## src/hdl/ccep_map.svh

```systemverilog
`ifndef CCEP_MAP_SVH
`define CCEP_MAP_SVH
`define CCEP_ENPOL_OFFSET  8'h20
`define CCEP_DIRSEL_OFFSET 8'h24
`define CCEP_CTRL_OFFSET   8'h28
`define CCEP_ENPOL_RESET   32'h0000_0000
`define CCEP_ENPOL_MASK    32'h0033_3fff
`define CCEP_DIRSEL_RESET  12'h000
`define CCEP_CTRL_RESET    9'h000
`define CCEP_CTRL_MOE_BIT  0
`define CCEP_CTRL_IDLE_OFFSTATE_SELECT_BIT 1
`define CCEP_CTRL_RUN_OFFSTATE_SELECT_BIT 2
`define CCEP_DIR_OUTPUT    2'b00
`endif

```

## src/hdl/ccep_pkg.sv

```systemverilog
package ccep_pkg;
  // per-channel output condition derived from enable and off-state controls
  typedef enum logic [1:0] {
    CCEP_OUT_OFF    = 2'b00,
    CCEP_OUT_IDLE   = 2'b01,
    CCEP_OUT_ACTIVE = 2'b10,
    CCEP_OUT_INACT  = 2'b11
  } ccep_out_t;
endpackage : ccep_pkg

```

## src/hdl/ccep_channel.sv

```systemverilog
`timescale 1ns/100ps
// one channel's output gating and capture edge selection
module ccep_channel (
  input  wire logic mclk,
  input  wire logic rst_n,
  input  wire logic is_output,
  input  wire logic enable,
  input  wire logic polarity,
  input  wire logic comp_enable,
  input  wire logic comp_polarity,
  input  wire logic main_output_enable,
  input  wire logic idle_offstate_select,
  input  wire logic run_offstate_select,
  input  wire logic idle_level,
  input  wire logic comp_idle_level,
  input  wire logic ref_level,
  input  wire logic capture_input,
  output logic      main_output,
  output logic      main_output_en,
  output logic      comp_output,
  output logic      comp_output_en,
  output logic      trigger_out,
  output logic      capture_pulse
);
  ccep_pkg::ccep_out_t main_state;
  ccep_pkg::ccep_out_t comp_state;
  logic                prev_level_reg;
  logic                trig_level;

  // trigger polarity follows the polarity bit; inverted input turns falling edges into rising
  assign trig_level = capture_input ^ polarity; // [RULE4]

  // decide state of each output; no dead-time is inserted here
  always_comb begin
    main_state = ccep_pkg::CCEP_OUT_OFF;
    comp_state = ccep_pkg::CCEP_OUT_OFF;
    if (!is_output) begin
      main_state = ccep_pkg::CCEP_OUT_OFF; // [RULE11]
      comp_state = ccep_pkg::CCEP_OUT_OFF;
    end else if (main_output_enable) begin
      if (enable) begin
        main_state = ccep_pkg::CCEP_OUT_ACTIVE; // [RULE5]
      end else if (run_offstate_select && comp_enable) begin
        main_state = ccep_pkg::CCEP_OUT_INACT;
      end
      if (comp_enable) begin
        comp_state = ccep_pkg::CCEP_OUT_ACTIVE; // [RULE2]
      end else if (run_offstate_select && enable) begin
        comp_state = ccep_pkg::CCEP_OUT_INACT;
      end
    end else if (idle_offstate_select && (enable || comp_enable)) begin
      main_state = ccep_pkg::CCEP_OUT_IDLE;
      comp_state = ccep_pkg::CCEP_OUT_IDLE;
    end
  end

  // registered pin levels; an idle pin shows its idle level, an inactive one its polarity, an off one drives 0
  always_ff @(posedge mclk or negedge rst_n) begin
    if (!rst_n) begin
      main_output    <= 1'b0;
      main_output_en <= 1'b0;
      comp_output    <= 1'b0;
      comp_output_en <= 1'b0;
    end else begin
      case (main_state)
        ccep_pkg::CCEP_OUT_ACTIVE: main_output <= ref_level ^ polarity; // [RULE3]
        ccep_pkg::CCEP_OUT_IDLE:   main_output <= idle_level;
        ccep_pkg::CCEP_OUT_INACT:  main_output <= polarity;
        default:                   main_output <= 1'b0;
      endcase
      main_output_en <= (main_state != ccep_pkg::CCEP_OUT_OFF);
      case (comp_state)
        // complementary inverts the reference when the main is also on
        ccep_pkg::CCEP_OUT_ACTIVE: comp_output <= (enable ? ~ref_level : ref_level) ^ comp_polarity; // [RULE1]
        ccep_pkg::CCEP_OUT_IDLE:   comp_output <= comp_idle_level;
        ccep_pkg::CCEP_OUT_INACT:  comp_output <= comp_polarity;
        default:                   comp_output <= 1'b0;
      endcase
      comp_output_en <= (comp_state != ccep_pkg::CCEP_OUT_OFF);
    end
  end

  // edge detect on the polarised input; history runs even while disabled so enabling is glitch free
  always_ff @(posedge mclk or negedge rst_n) begin
    if (!rst_n) begin
      prev_level_reg <= 1'b0;
      capture_pulse  <= 1'b0;
      trigger_out    <= 1'b0;
    end else begin
      prev_level_reg <= trig_level;
      capture_pulse  <= !is_output && enable && trig_level && !prev_level_reg; // [RULE6] [RULE4]
      trigger_out    <= trig_level;
    end
  end
endmodule : ccep_channel

```

## src/hdl/ccep_top.sv

```systemverilog
`timescale 1ns/100ps
`include "ccep_map.svh"
// Contract
// RULE1 - the complementary polarity bit makes the complementary output active high when clear, low when set.
// RULE2 - the complementary enable bit drives the complementary output, qualified by main enable and off-states.
// RULE3 - in output mode the polarity bit makes the main output active high when clear, low when set.
// RULE4 - in input mode a clear polarity captures rising edges, a set one falling edges and inverts the trigger.
// RULE5 - in output mode the enable bit drives the main output, qualified by main enable and off-states.
// RULE6 - in input mode the enable bit allows capture when set and blocks it when clear.
// RULE7 - channels 2 and 3 repeat channel 1's four bits at bits 4 to 7 and 8 to 11.
// RULE8 - channels 4, 5 and 6 have enable and polarity at bits 12/13, 16/17 and 20/21.
// RULE9 - software keeps reserved bits 31:22, 19:18 and 15:14 at zero.
// RULE10 - on reset the enable and polarity register clears to zero.
// RULE11 - direction code 00 means output, any other code input, and picks what the bits act on.
// RULE12 - a channel's direction code is writable only while its enable bit is clear.
// RULE13 - a register write takes effect at the next clock edge with no shadow stage.
module ccep_top #(
  parameter int NUM_CH = 6
) (
  input  wire logic              mclk,
  input  wire logic              rst_n,
  input  wire logic [7:0]        addr,
  input  wire logic [31:0]       wdata,
  input  wire logic              wr_stb,
  input  wire logic              rd_stb,
  output logic      [31:0]       rdata,
  input  wire logic [NUM_CH-1:0] ref_level,
  input  wire logic [NUM_CH-1:0] capture_input,
  output logic      [NUM_CH-1:0] main_output,
  output logic      [NUM_CH-1:0] main_output_en,
  output logic      [2:0]        comp_output,
  output logic      [2:0]        comp_output_en,
  output logic      [NUM_CH-1:0] trigger_out,
  output logic      [NUM_CH-1:0] capture_pulse
);
  logic [31:0]       channel_enable_polarity_reg;
  logic [11:0]       direction_select_reg;
  logic [8:0]        control_reg;
  logic [NUM_CH-1:0] en_bit;
  logic [NUM_CH-1:0] pol_bit;
  logic [NUM_CH-1:0] cen_bit;
  logic [NUM_CH-1:0] cpol_bit;
  logic [NUM_CH-1:0] is_output;
  logic [2:0]        comp_out_w;
  logic [2:0]        comp_en_w;
  logic [NUM_CH-1:0] comp_out_all;
  logic [NUM_CH-1:0] comp_en_all;

  // direct write, no preload; reserved bits are forced to zero on write
  always_ff @(posedge mclk or negedge rst_n) begin
    if (!rst_n) begin
      channel_enable_polarity_reg <= `CCEP_ENPOL_RESET; // [RULE10]
    end else if (wr_stb && addr == `CCEP_ENPOL_OFFSET) begin
      channel_enable_polarity_reg <= wdata & `CCEP_ENPOL_MASK; // [RULE13] [RULE9]
    end
  end

  // direction codes, two bits per channel; locked per channel while its enable is set
  always_ff @(posedge mclk or negedge rst_n) begin
    if (!rst_n) begin
      direction_select_reg <= `CCEP_DIRSEL_RESET;
    end else if (wr_stb && addr == `CCEP_DIRSEL_OFFSET) begin
      for (int i = 0; i < NUM_CH; i++) begin
        if (!en_bit[i]) begin
          direction_select_reg[2*i +: 2] <= wdata[2*i +: 2]; // [RULE12]
        end
      end
    end
  end

  // main output enable, off-state selects and idle levels of channels 1 to 3
  always_ff @(posedge mclk or negedge rst_n) begin
    if (!rst_n) begin
      control_reg <= `CCEP_CTRL_RESET;
    end else if (wr_stb && addr == `CCEP_CTRL_OFFSET) begin
      control_reg <= wdata[8:0];
    end
  end

  // read data valid in the cycle after the strobe; unmapped reads return zero
  always_ff @(posedge mclk or negedge rst_n) begin
    if (!rst_n) begin
      rdata <= 32'h0000_0000;
    end else if (rd_stb) begin
      case (addr)
        `CCEP_ENPOL_OFFSET:  rdata <= channel_enable_polarity_reg;
        `CCEP_DIRSEL_OFFSET: rdata <= {20'h0_0000, direction_select_reg};
        `CCEP_CTRL_OFFSET:   rdata <= {23'h00_0000, control_reg};
        default:             rdata <= 32'h0000_0000;
      endcase
    end else begin
      rdata <= 32'h0000_0000;
    end
  end

  // field extraction: chans 0-2 use four bits each, chans 3-5 sit at 12, 16, 20
  generate
    for (genvar c = 0; c < NUM_CH; c++) begin : g_ch
      localparam int BASE = (c < 3) ? 4*c : 12 + 4*(c-3);
      assign en_bit[c]    = channel_enable_polarity_reg[BASE];   // [RULE7] [RULE8]
      assign pol_bit[c]   = channel_enable_polarity_reg[BASE+1];
      assign cen_bit[c]   = (c < 3) ? channel_enable_polarity_reg[BASE+2] : 1'b0;
      assign cpol_bit[c]  = (c < 3) ? channel_enable_polarity_reg[BASE+3] : 1'b0;
      assign is_output[c] = (direction_select_reg[2*c +: 2] == `CCEP_DIR_OUTPUT); // [RULE11]
      ccep_channel u_ch (
        .mclk                 (mclk),
        .rst_n                (rst_n),
        .is_output            (is_output[c]),
        .enable               (en_bit[c]),
        .polarity             (pol_bit[c]),
        .comp_enable          (cen_bit[c]),
        .comp_polarity        (cpol_bit[c]),
        .main_output_enable   (control_reg[`CCEP_CTRL_MOE_BIT]),
        .idle_offstate_select (control_reg[`CCEP_CTRL_IDLE_OFFSTATE_SELECT_BIT]),
        .run_offstate_select  (control_reg[`CCEP_CTRL_RUN_OFFSTATE_SELECT_BIT]),
        .idle_level           ((c < 3) ? control_reg[(c < 3) ? 3+2*c : 3] : 1'b0),
        .comp_idle_level      ((c < 3) ? control_reg[(c < 3) ? 4+2*c : 4] : 1'b0),
        .ref_level            (ref_level[c]),
        .capture_input        (capture_input[c]),
        .main_output          (main_output[c]),
        .main_output_en       (main_output_en[c]),
        .comp_output          (comp_out_all[c]),
        .comp_output_en       (comp_en_all[c]),
        .trigger_out          (trigger_out[c]),
        .capture_pulse        (capture_pulse[c])
      );
    end
  endgenerate

  // channels 4 to 6 have no complementary pin
  assign comp_out_w     = comp_out_all[2:0];
  assign comp_en_w      = comp_en_all[2:0];
  assign comp_output    = comp_out_w;
  assign comp_output_en = comp_en_w;
endmodule : ccep_top

```

## config.mk

```make
export PLATFORM = sky130hd
export DESIGN_NAME = ccep_top
export DESIGN_NICKNAME = d
export VERILOG_FILES = /design/src/hdl/ccep_pkg.sv /design/src/hdl/ccep_channel.sv /design/src/hdl/ccep_top.sv
export VERILOG_INCLUDE_DIRS = /design/src /design/src/hdl
export SDC_FILE = /design/constraint.sdc
export NUM_CORES = 1
export LEC_CHECK = 0
export ABC_CLOCK_PERIOD_IN_PS = 1900
export BUFFER_PORTS_ARGS = -buffer_cell sky130_fd_sc_hd__buf_2
export CAP_MARGIN = 10
export CORE_MARGIN = 5
export CORE_UTILIZATION = 35
export CTS_CLUSTER_SIZE = 16
export DETAILED_ROUTE_END_ITERATION = 10
export GPL_TIMING_DRIVEN = 0
export PLACE_DENSITY = 0.55
export SETUP_SLACK_MARGIN = 0.5
export SKIP_CTS_REPAIR_TIMING = 1
export SLEW_MARGIN = 5
export SYNTH_ARGS = -nofsm -noshare
export SYNTH_HDL_FRONTEND = slang
export SYNTH_SLANG_ARGS = --single-unit
```

## constraint.sdc

```tcl
create_clock -name mclk -period 1.9 [get_ports mclk]
set_input_delay 0.095 -clock mclk [delete_from_list [all_inputs] [get_ports mclk]]
set_output_delay 0.095 -clock mclk [all_outputs]
set_load 0.05 [all_outputs]
```

==> results of run 1 <==
==> routing by layer <==
layer / track usage / vias up / share of wire
li1: - / 1559 / -
met1: 0.190 / 1555 / 0.46
met2: 0.228 / 68 / 0.48
met3: 0.0257 / 16 / 0.037
met4: 0.0751 / 2 / 0.027
met5: 0 / - / 0.0012
==> worst paths after layout <==
kind | to | slack, ns
worst max-delay path | g_ch[2].u_ch.main_output$_DFF_PN0_ | 0.37
worst min-delay path | channel_enable_polarity_reg[11]$_DFFE_PN0P_ | 0.0004
worst max register to register | g_ch[2].u_ch.main_output$_DFF_PN0_ | 0.37
worst min register to register | g_ch[4].u_ch.capture_pulse$_DFF_PN0_ | 0.44
max in group asynchronous | g_ch[1].u_ch.capture_pulse$_DFF_PN0_ | 0.99
min in group asynchronous | rdata[21]$_DFF_PN0_ | 0.29
==> stage by stage <==
stage / area [µm²] / util / hold WS, ns / worst slack [ns] / total power, mW
floorplan: 4370 / - / -0.201 / 0.500 / 2.32
global placement: 4990 / 0.416 / 0.291 / -0.0529 / 2.48
detailed placement: 5020 / 0.418 / 0.121 / 0.0441 / 2.50
CTS: 5380 / 0.448 / -0.249 / 0.259 / 4.59
global route: 5720 / 0.476 / 0.00786 / 0.326 / 4.78
finish: 5720 / 0.476 / 0.000418 / 0.372 / 4.61
==> cell usage after synthesis (3+ instances only) <==
cell type	n
nand3_1	6
nor4b_1	4
xnor2_1	3
nor4bb_1	3
a21oi_1	15
clkbuf_1	5
dfrtp_1	87
o22a_1	6
nand2_1	8
nor3_1	3
buf_2	7
mux2_2	29
mux2_4	10
a31oi_1	3
o21ai_0	3
or2_2	3
xor2_1	9
and2_1	6
o22ai_1	12
nor4_1	6
nand4b_1	4
nand2b_1	7
inv_1	6
and4b_1	3
o2111ai_1	6
mux2i_1	12
nor2_1	49
a41oi_1	3
buf_4	46
==> cell type report <==
type | instances | area, µm²
flip-flops and latches | 87 | 2180
repair buffers | 112 | 676
clock buffers | 11 | 243
inverters | 6 | 22.5
clock inverters | 5 | 113
fillers | 1131 | 6290
well taps | 147 | 184
plain buffers | 59 | 462
multi-input cells | 238 | 1840
==> logic make-up after synthesis <==
kind of cell / count (synthesis) / share of synthesized area
XOR/XNOR: 12 / 0.0245
flip-flops: 87 / 0.508
multiplexers: 51 / 0.139
AND/OR/NAND/NOR: 113 / 0.150
other: 1 / 0.000875
AO/OA/AOI/OAI: 48 / 0.0736
buffers and inverters: 65 / 0.103
==> where the power goes <==
part           internal (mW)  leakage, nW  switching [mW]  total, mW
Sequential              1.91         1.19          0.0531       1.96
Clock                   1.34        0.174           0.752       2.09
Combinational          0.224         1.54           0.336      0.561
Total                   3.47         2.91            1.14       4.61
==> worst reg2reg max path, delay by kind of cell, from the launching register on <==
kind / cells / cell delay [ns]
AO/OA/AOI/OAI: 1 / 0.08
buffers and inverters: 2 / 0.29
flip-flops: 1 / 0.35
AND/OR/NAND/NOR: 3 / 0.76
==> metrics.md, run 1 <==
| Metric | Value |
|---|---|
| Status | `finished, final reports clean` |
| CTS tree | `built` |
| Vias in the first global route | `3105` |
| FF-to-FF Start | `control_reg[0]$_DFFE_PN0P_` |
| Clock sinks | `87` |
| Area contributors post-synth | `dfrtp_1, buf_4, mux2_2` |
| Kind of critical path | `reg2reg` |
| Crit share post-route | `0.804` |
| Post-route DRC | `0` |
| CP endpoint kind | `flop` |
| # nets final | `569` |
| Fin. max-slew vios | `0` |
| Power per Cell Area | `806 nW/µm²` |
| Total gr overflow | `0` |
| Final ANT Viol Nets | `0` |
| Max incr delay on CP | `0.37 ns` |
| CTS Buf Count | `9` |
| CP Max Fanout | `8` |
| Row cnt | `40` |
| Global-route wire length before repair | `16.3 mm` |
| Setup TNS | `0 ns` |
| DR WL/cell | `15.7 µm` |
| Slew margin rel. | `0.624` |
| Min Clock Period, post-route | `1.53 ns` |
| Arrival time at the worst endpoint | `1.80 ns` |
| Max VDD drop | `0.485 mV` |
| Initial core utilization | `0.357` |
| Stages on the worst setup path | `6` |
| HP Class | `in2reg` |
| DP Wirelength | `7.60 mm` |
| CTS H-Tree Depth | `3` |
| Post-synth EDFFs | `0` |
| Die Footprint | `14600 µm²` |
| Syn Std Cell Area | `4280 µm²` |
| Commonest non-fill, non-tap cell in the layout | `buf_2` |
| Cell variety after synth | `39` |
| Core Area | `12000 µm²` |
| RSZ-0062 raised after global routing | `true` |
| Post-synthesis sequential area ratio | `0.508` |
| Yosys warns | `0` |
| Clk root buf | `clkbuf_16` |
| Post-synth top area share | `0.508` |
| Top FF cell, synth | `dfrtp_1` |
| Final non-filler cell total | `665` |
| Clock Skews | `0.00882 ns` |
| Async set or reset register ratio after synthesis | `1.00` |
| Worst path required time | `2.17 ns` |
| Fmax | `655 MHz` |
| Final hold vios | `0` |
| Worst setup path start | `control_reg[0]$_DFFE_PN0P_` |
| Clk buf depth | `2` |
| Reg2Reg Depth | `6` |
| CP delay by family, top | `simple AND/OR/NAND/NOR gates` |
| Syn_area_per_cell | `11.4 µm²` |
| DRT iter0 DRCs | `135` |
| Startpoint Class | `flop` |
| Dpl cells | `626` |
| Largest net degree at the start of global routing | `47` |
| Clk_lat worst skew | `0.34 ns` |
| CP dominant cell by count | `buf_6` |
| Slowest-stage cell, CP | `or3b_1` |
| WL final | `10.4 mm` |
| Initial antenna violation count | `1` |
| Worst Tran Pin Value | `0.563 ns` |
| Lkg Pwr | `2.91 nW` |
| Routability congestion estimate from global placement | `0.820` |
| DR vias/cell | `4.81` |
| Clock slew at reported path FFs | `0.07 ns` |
| Antenna diodes | `0` |
| GRT Total Usage | `0.145` |
| Die extent in x | `121 µm` |
| Syn Inst Count | `377` |
| HP Start | `wdata[11]` |
| Synth Register Bits | `87` |
| Buffers on Ports | `88` |
| Setup violations, final | `0` |
| Vias | `3200` |
| Worst path buffer plus inverter count | `2` |
| DIE HEIGHT | `121 µm` |
| Cell taking the most area after synthesis | `dfrtp_1` |
| Critical-path cell list | `buf_6 > or3b_1 > buf_6 > nor4_1 > a41oi_1 > nand3_1` |
| Share of layout cells above drive strength 1 | `0.456` |
| Maxcap violations | `0` |
| DR pass1 iterations | `4` |
| Area Overhead vs Synth | `33.5%` |
| Hold path depth | `2` |
| Io pins | `118` |
| Most frequent cells in the layout | `buf_2, dfrtp_1, buf_4` |
(Power assumes the default switching activity.)
==> run 2: changes to the inputs <==
Settings changed: ABC_CLOCK_PERIOD_IN_PS 1900 to 1600.
Clock period 1.9 ns to 1.6 ns, I/O delays scaled along.
==> run 2 against run 1 <==
  * Combinational power rose by 34%
  * Non-clock buffer count grew 6
  * Utilization up 3.8 points
  * Worst hold slack better by 0.0065 ns
  * Clock power barely moved
  * First-iteration DRC count fell by 33%
  * Wire length rose by 3.2%
  * Design area grew 8.0%
  * Critical path type unchanged
  * Critical endpoint is now g_ch[1].u_ch.main_output$_DFF_PN0_
  * Highest routed layer is now met4
==> metrics.md, run 2 (synthesis results as in run 1) <==
| Metric | Value |
|---|---|
| Core Area | `12000 µm²` |
| Startpoint Class | `flop` |
| Area Overhead vs Synth | `44.2%` |
| Clk_lat worst skew | `0.34 ns` |
| GRT Total Usage | `0.146` |
| Max VDD drop | `0.415 mV` |
| Stages on the worst setup path | `6` |
| CTS tree | `built` |
| Initial antenna violation count | `0` |
| Worst path buffer plus inverter count | `2` |
| DR WL/cell | `16.0 µm` |
| Clock Skews | `0.00725 ns` |
| Kind of critical path | `reg2reg` |
| Fin. max-slew vios | `0` |
| DR vias/cell | `4.82` |
| CP Capture Point | `g_ch[1].u_ch.main_output$_DFF_PN0_` |
| DP Wirelength | `7.66 mm` |
| DIE HEIGHT | `121 µm` |
| Largest net degree at the start of global routing | `56` |
| Row cnt | `40` |
| Commonest non-fill, non-tap cell in the layout | `dfrtp_1` |
| Fmax | `674 MHz` |
| DR pass1 iterations | `4` |
| Reg2Reg Depth | `6` |
| WHS | `0.00693 ns` |
| CP dominant cell by count | `buf_6` |
| Clk buf depth | `2` |
| CP Max Fanout | `8` |
| FF-to-FF Start | `control_reg[0]$_DFFE_PN0P_` |
| Setup TNS | `0 ns` |
| Slowest-stage cell, CP | `or3b_1` |
| Final hold vios | `0` |
| Buffers on Ports | `88` |
| Most frequent cells in the layout | `dfrtp_1, buf_2, buf_4` |
| FF-to-FF End | `g_ch[1].u_ch.main_output$_DFF_PN0_` |
| CP delay by family, top | `simple AND/OR/NAND/NOR gates` |
| WL final | `10.7 mm` |
| HP Class | `in2reg` |
| Vias | `3238` |
| Routability congestion estimate from global placement | `0.787` |
| Final ANT Viol Nets | `0` |
| Worst setup path start | `control_reg[0]$_DFFE_PN0P_` |
| Global-route wire length before repair | `16.6 mm` |
| R2R Setup Slk | `0.12 ns` |
| Arrival time at the worst endpoint | `1.69 ns` |
| Clock sinks | `87` |
| Power Total | `5.16 mW` |
| CTS Buf Count | `9` |
| Maxcap violations | `0` |
| Status | `finished, final reports clean` |
| CTS H-Tree Depth | `3` |
| Die Footprint | `14600 µm²` |
| Lkg Pwr | `2.97 nW` |
| Total gr overflow | `0` |
| Max incr delay on CP | `0.36 ns` |
| Worst slack at placement | `-0.339 ns` |
| Post-route DRC | `0` |
| Clk root buf | `clkbuf_16` |
| Clock slew at reported path FFs | `0.06 ns` |
| Crit share post-route | `0.927` |
| Power per Cell Area | `836 nW/µm²` |
| Fin util | `0.514` |
| Critical-path cell list | `buf_6 > or3b_1 > buf_6 > nor2_4 > nand4b_1 > nand3_1` |
| Initial core utilization | `0.357` |
| Min Clock Period, post-route | `1.48 ns` |
| FILL cells | `1073` |
| Worst path required time | `1.80 ns` |
| Share of layout cells above drive strength 1 | `0.496` |
| # nets final | `575` |
| RSZ-0062 raised after global routing | `true` |
| Setup violations, final | `0` |
| Worst Slack Setup Final | `0.116 ns` |
| CP endpoint kind | `flop` |
| Io pins | `118` |
| Vias in the first global route | `3249` |
| DRT iter0 DRCs | `90` |
| Die extent in x | `121 µm` |
## run 2: cell count changes in the layout (fill, tap and decap cells not counted), sizes merged
cell         delta
clkinvlp        +3
diode           +1
clkinv          +2
buf             +6
clkbuf          -5
bufinv          -2
inv             -1
dlygate4sd3     +3
## run 2: report_power, final
| part | switching, mW | internal [mW] |
|---|---|---|
| Clock | 0.867 | 1.21 |
| Sequential | 0.0708 | 2.26 |
| Combinational | 0.418 | 0.333 |
| Total | 1.36 | 3.81 |
## run 2: per-layer routing
layer	global-route usage	part of all wire	vias to the layer above
met5	0	0	-
met4	0.0425	0.012	0
met3	0.0337	0.047	10
met1	0.195	0.44	1598
li1	-	-	1563
met2	0.237	0.50	67
## run 2: worst min path at each step
stage               slack (ns)                                           to  cells past startpoint        startpoint
finish                   0.007          direction_select_reg[0]$_DFFE_PN0P_                      2          wdata[0]
detailed placement        0.06  channel_enable_polarity_reg[17]$_DFFE_PN0P_                      1             rst_n
floorplan                -0.22   channel_enable_polarity_reg[0]$_DFFE_PN0P_                      0             rst_n
global route              0.01          direction_select_reg[1]$_DFFE_PN0P_                      2          wdata[1]
CTS                      -0.31  channel_enable_polarity_reg[17]$_DFFE_PN0P_                      1             rst_n
global placement          0.28        g_ch[5].u_ch.prev_level_reg$_DFF_PN0_                      2  capture_input[5]
## run 2: metrics by stage
step                      std cells  instance area, µm²
after global placement          625                5100
final                           672                6180
after global routing            671                6170
after CTS                       642                5430
after floorplan                 390                4470
after detailed placement        626                5130
## run 2: final cells by class
type                    count  area (µm²)  share of cell area
inverters                   6        22.5             0.00365
diodes                      1        2.50            0.000405
repair buffers            118         958               0.155
plain buffers              59         503              0.0814
clock buffers               9         225              0.0365
flip-flops and latches     87        2180               0.353
well taps                 147         184              0.0298
clock inverters             7        71.3              0.0115
multi-input cells         238        2030               0.329
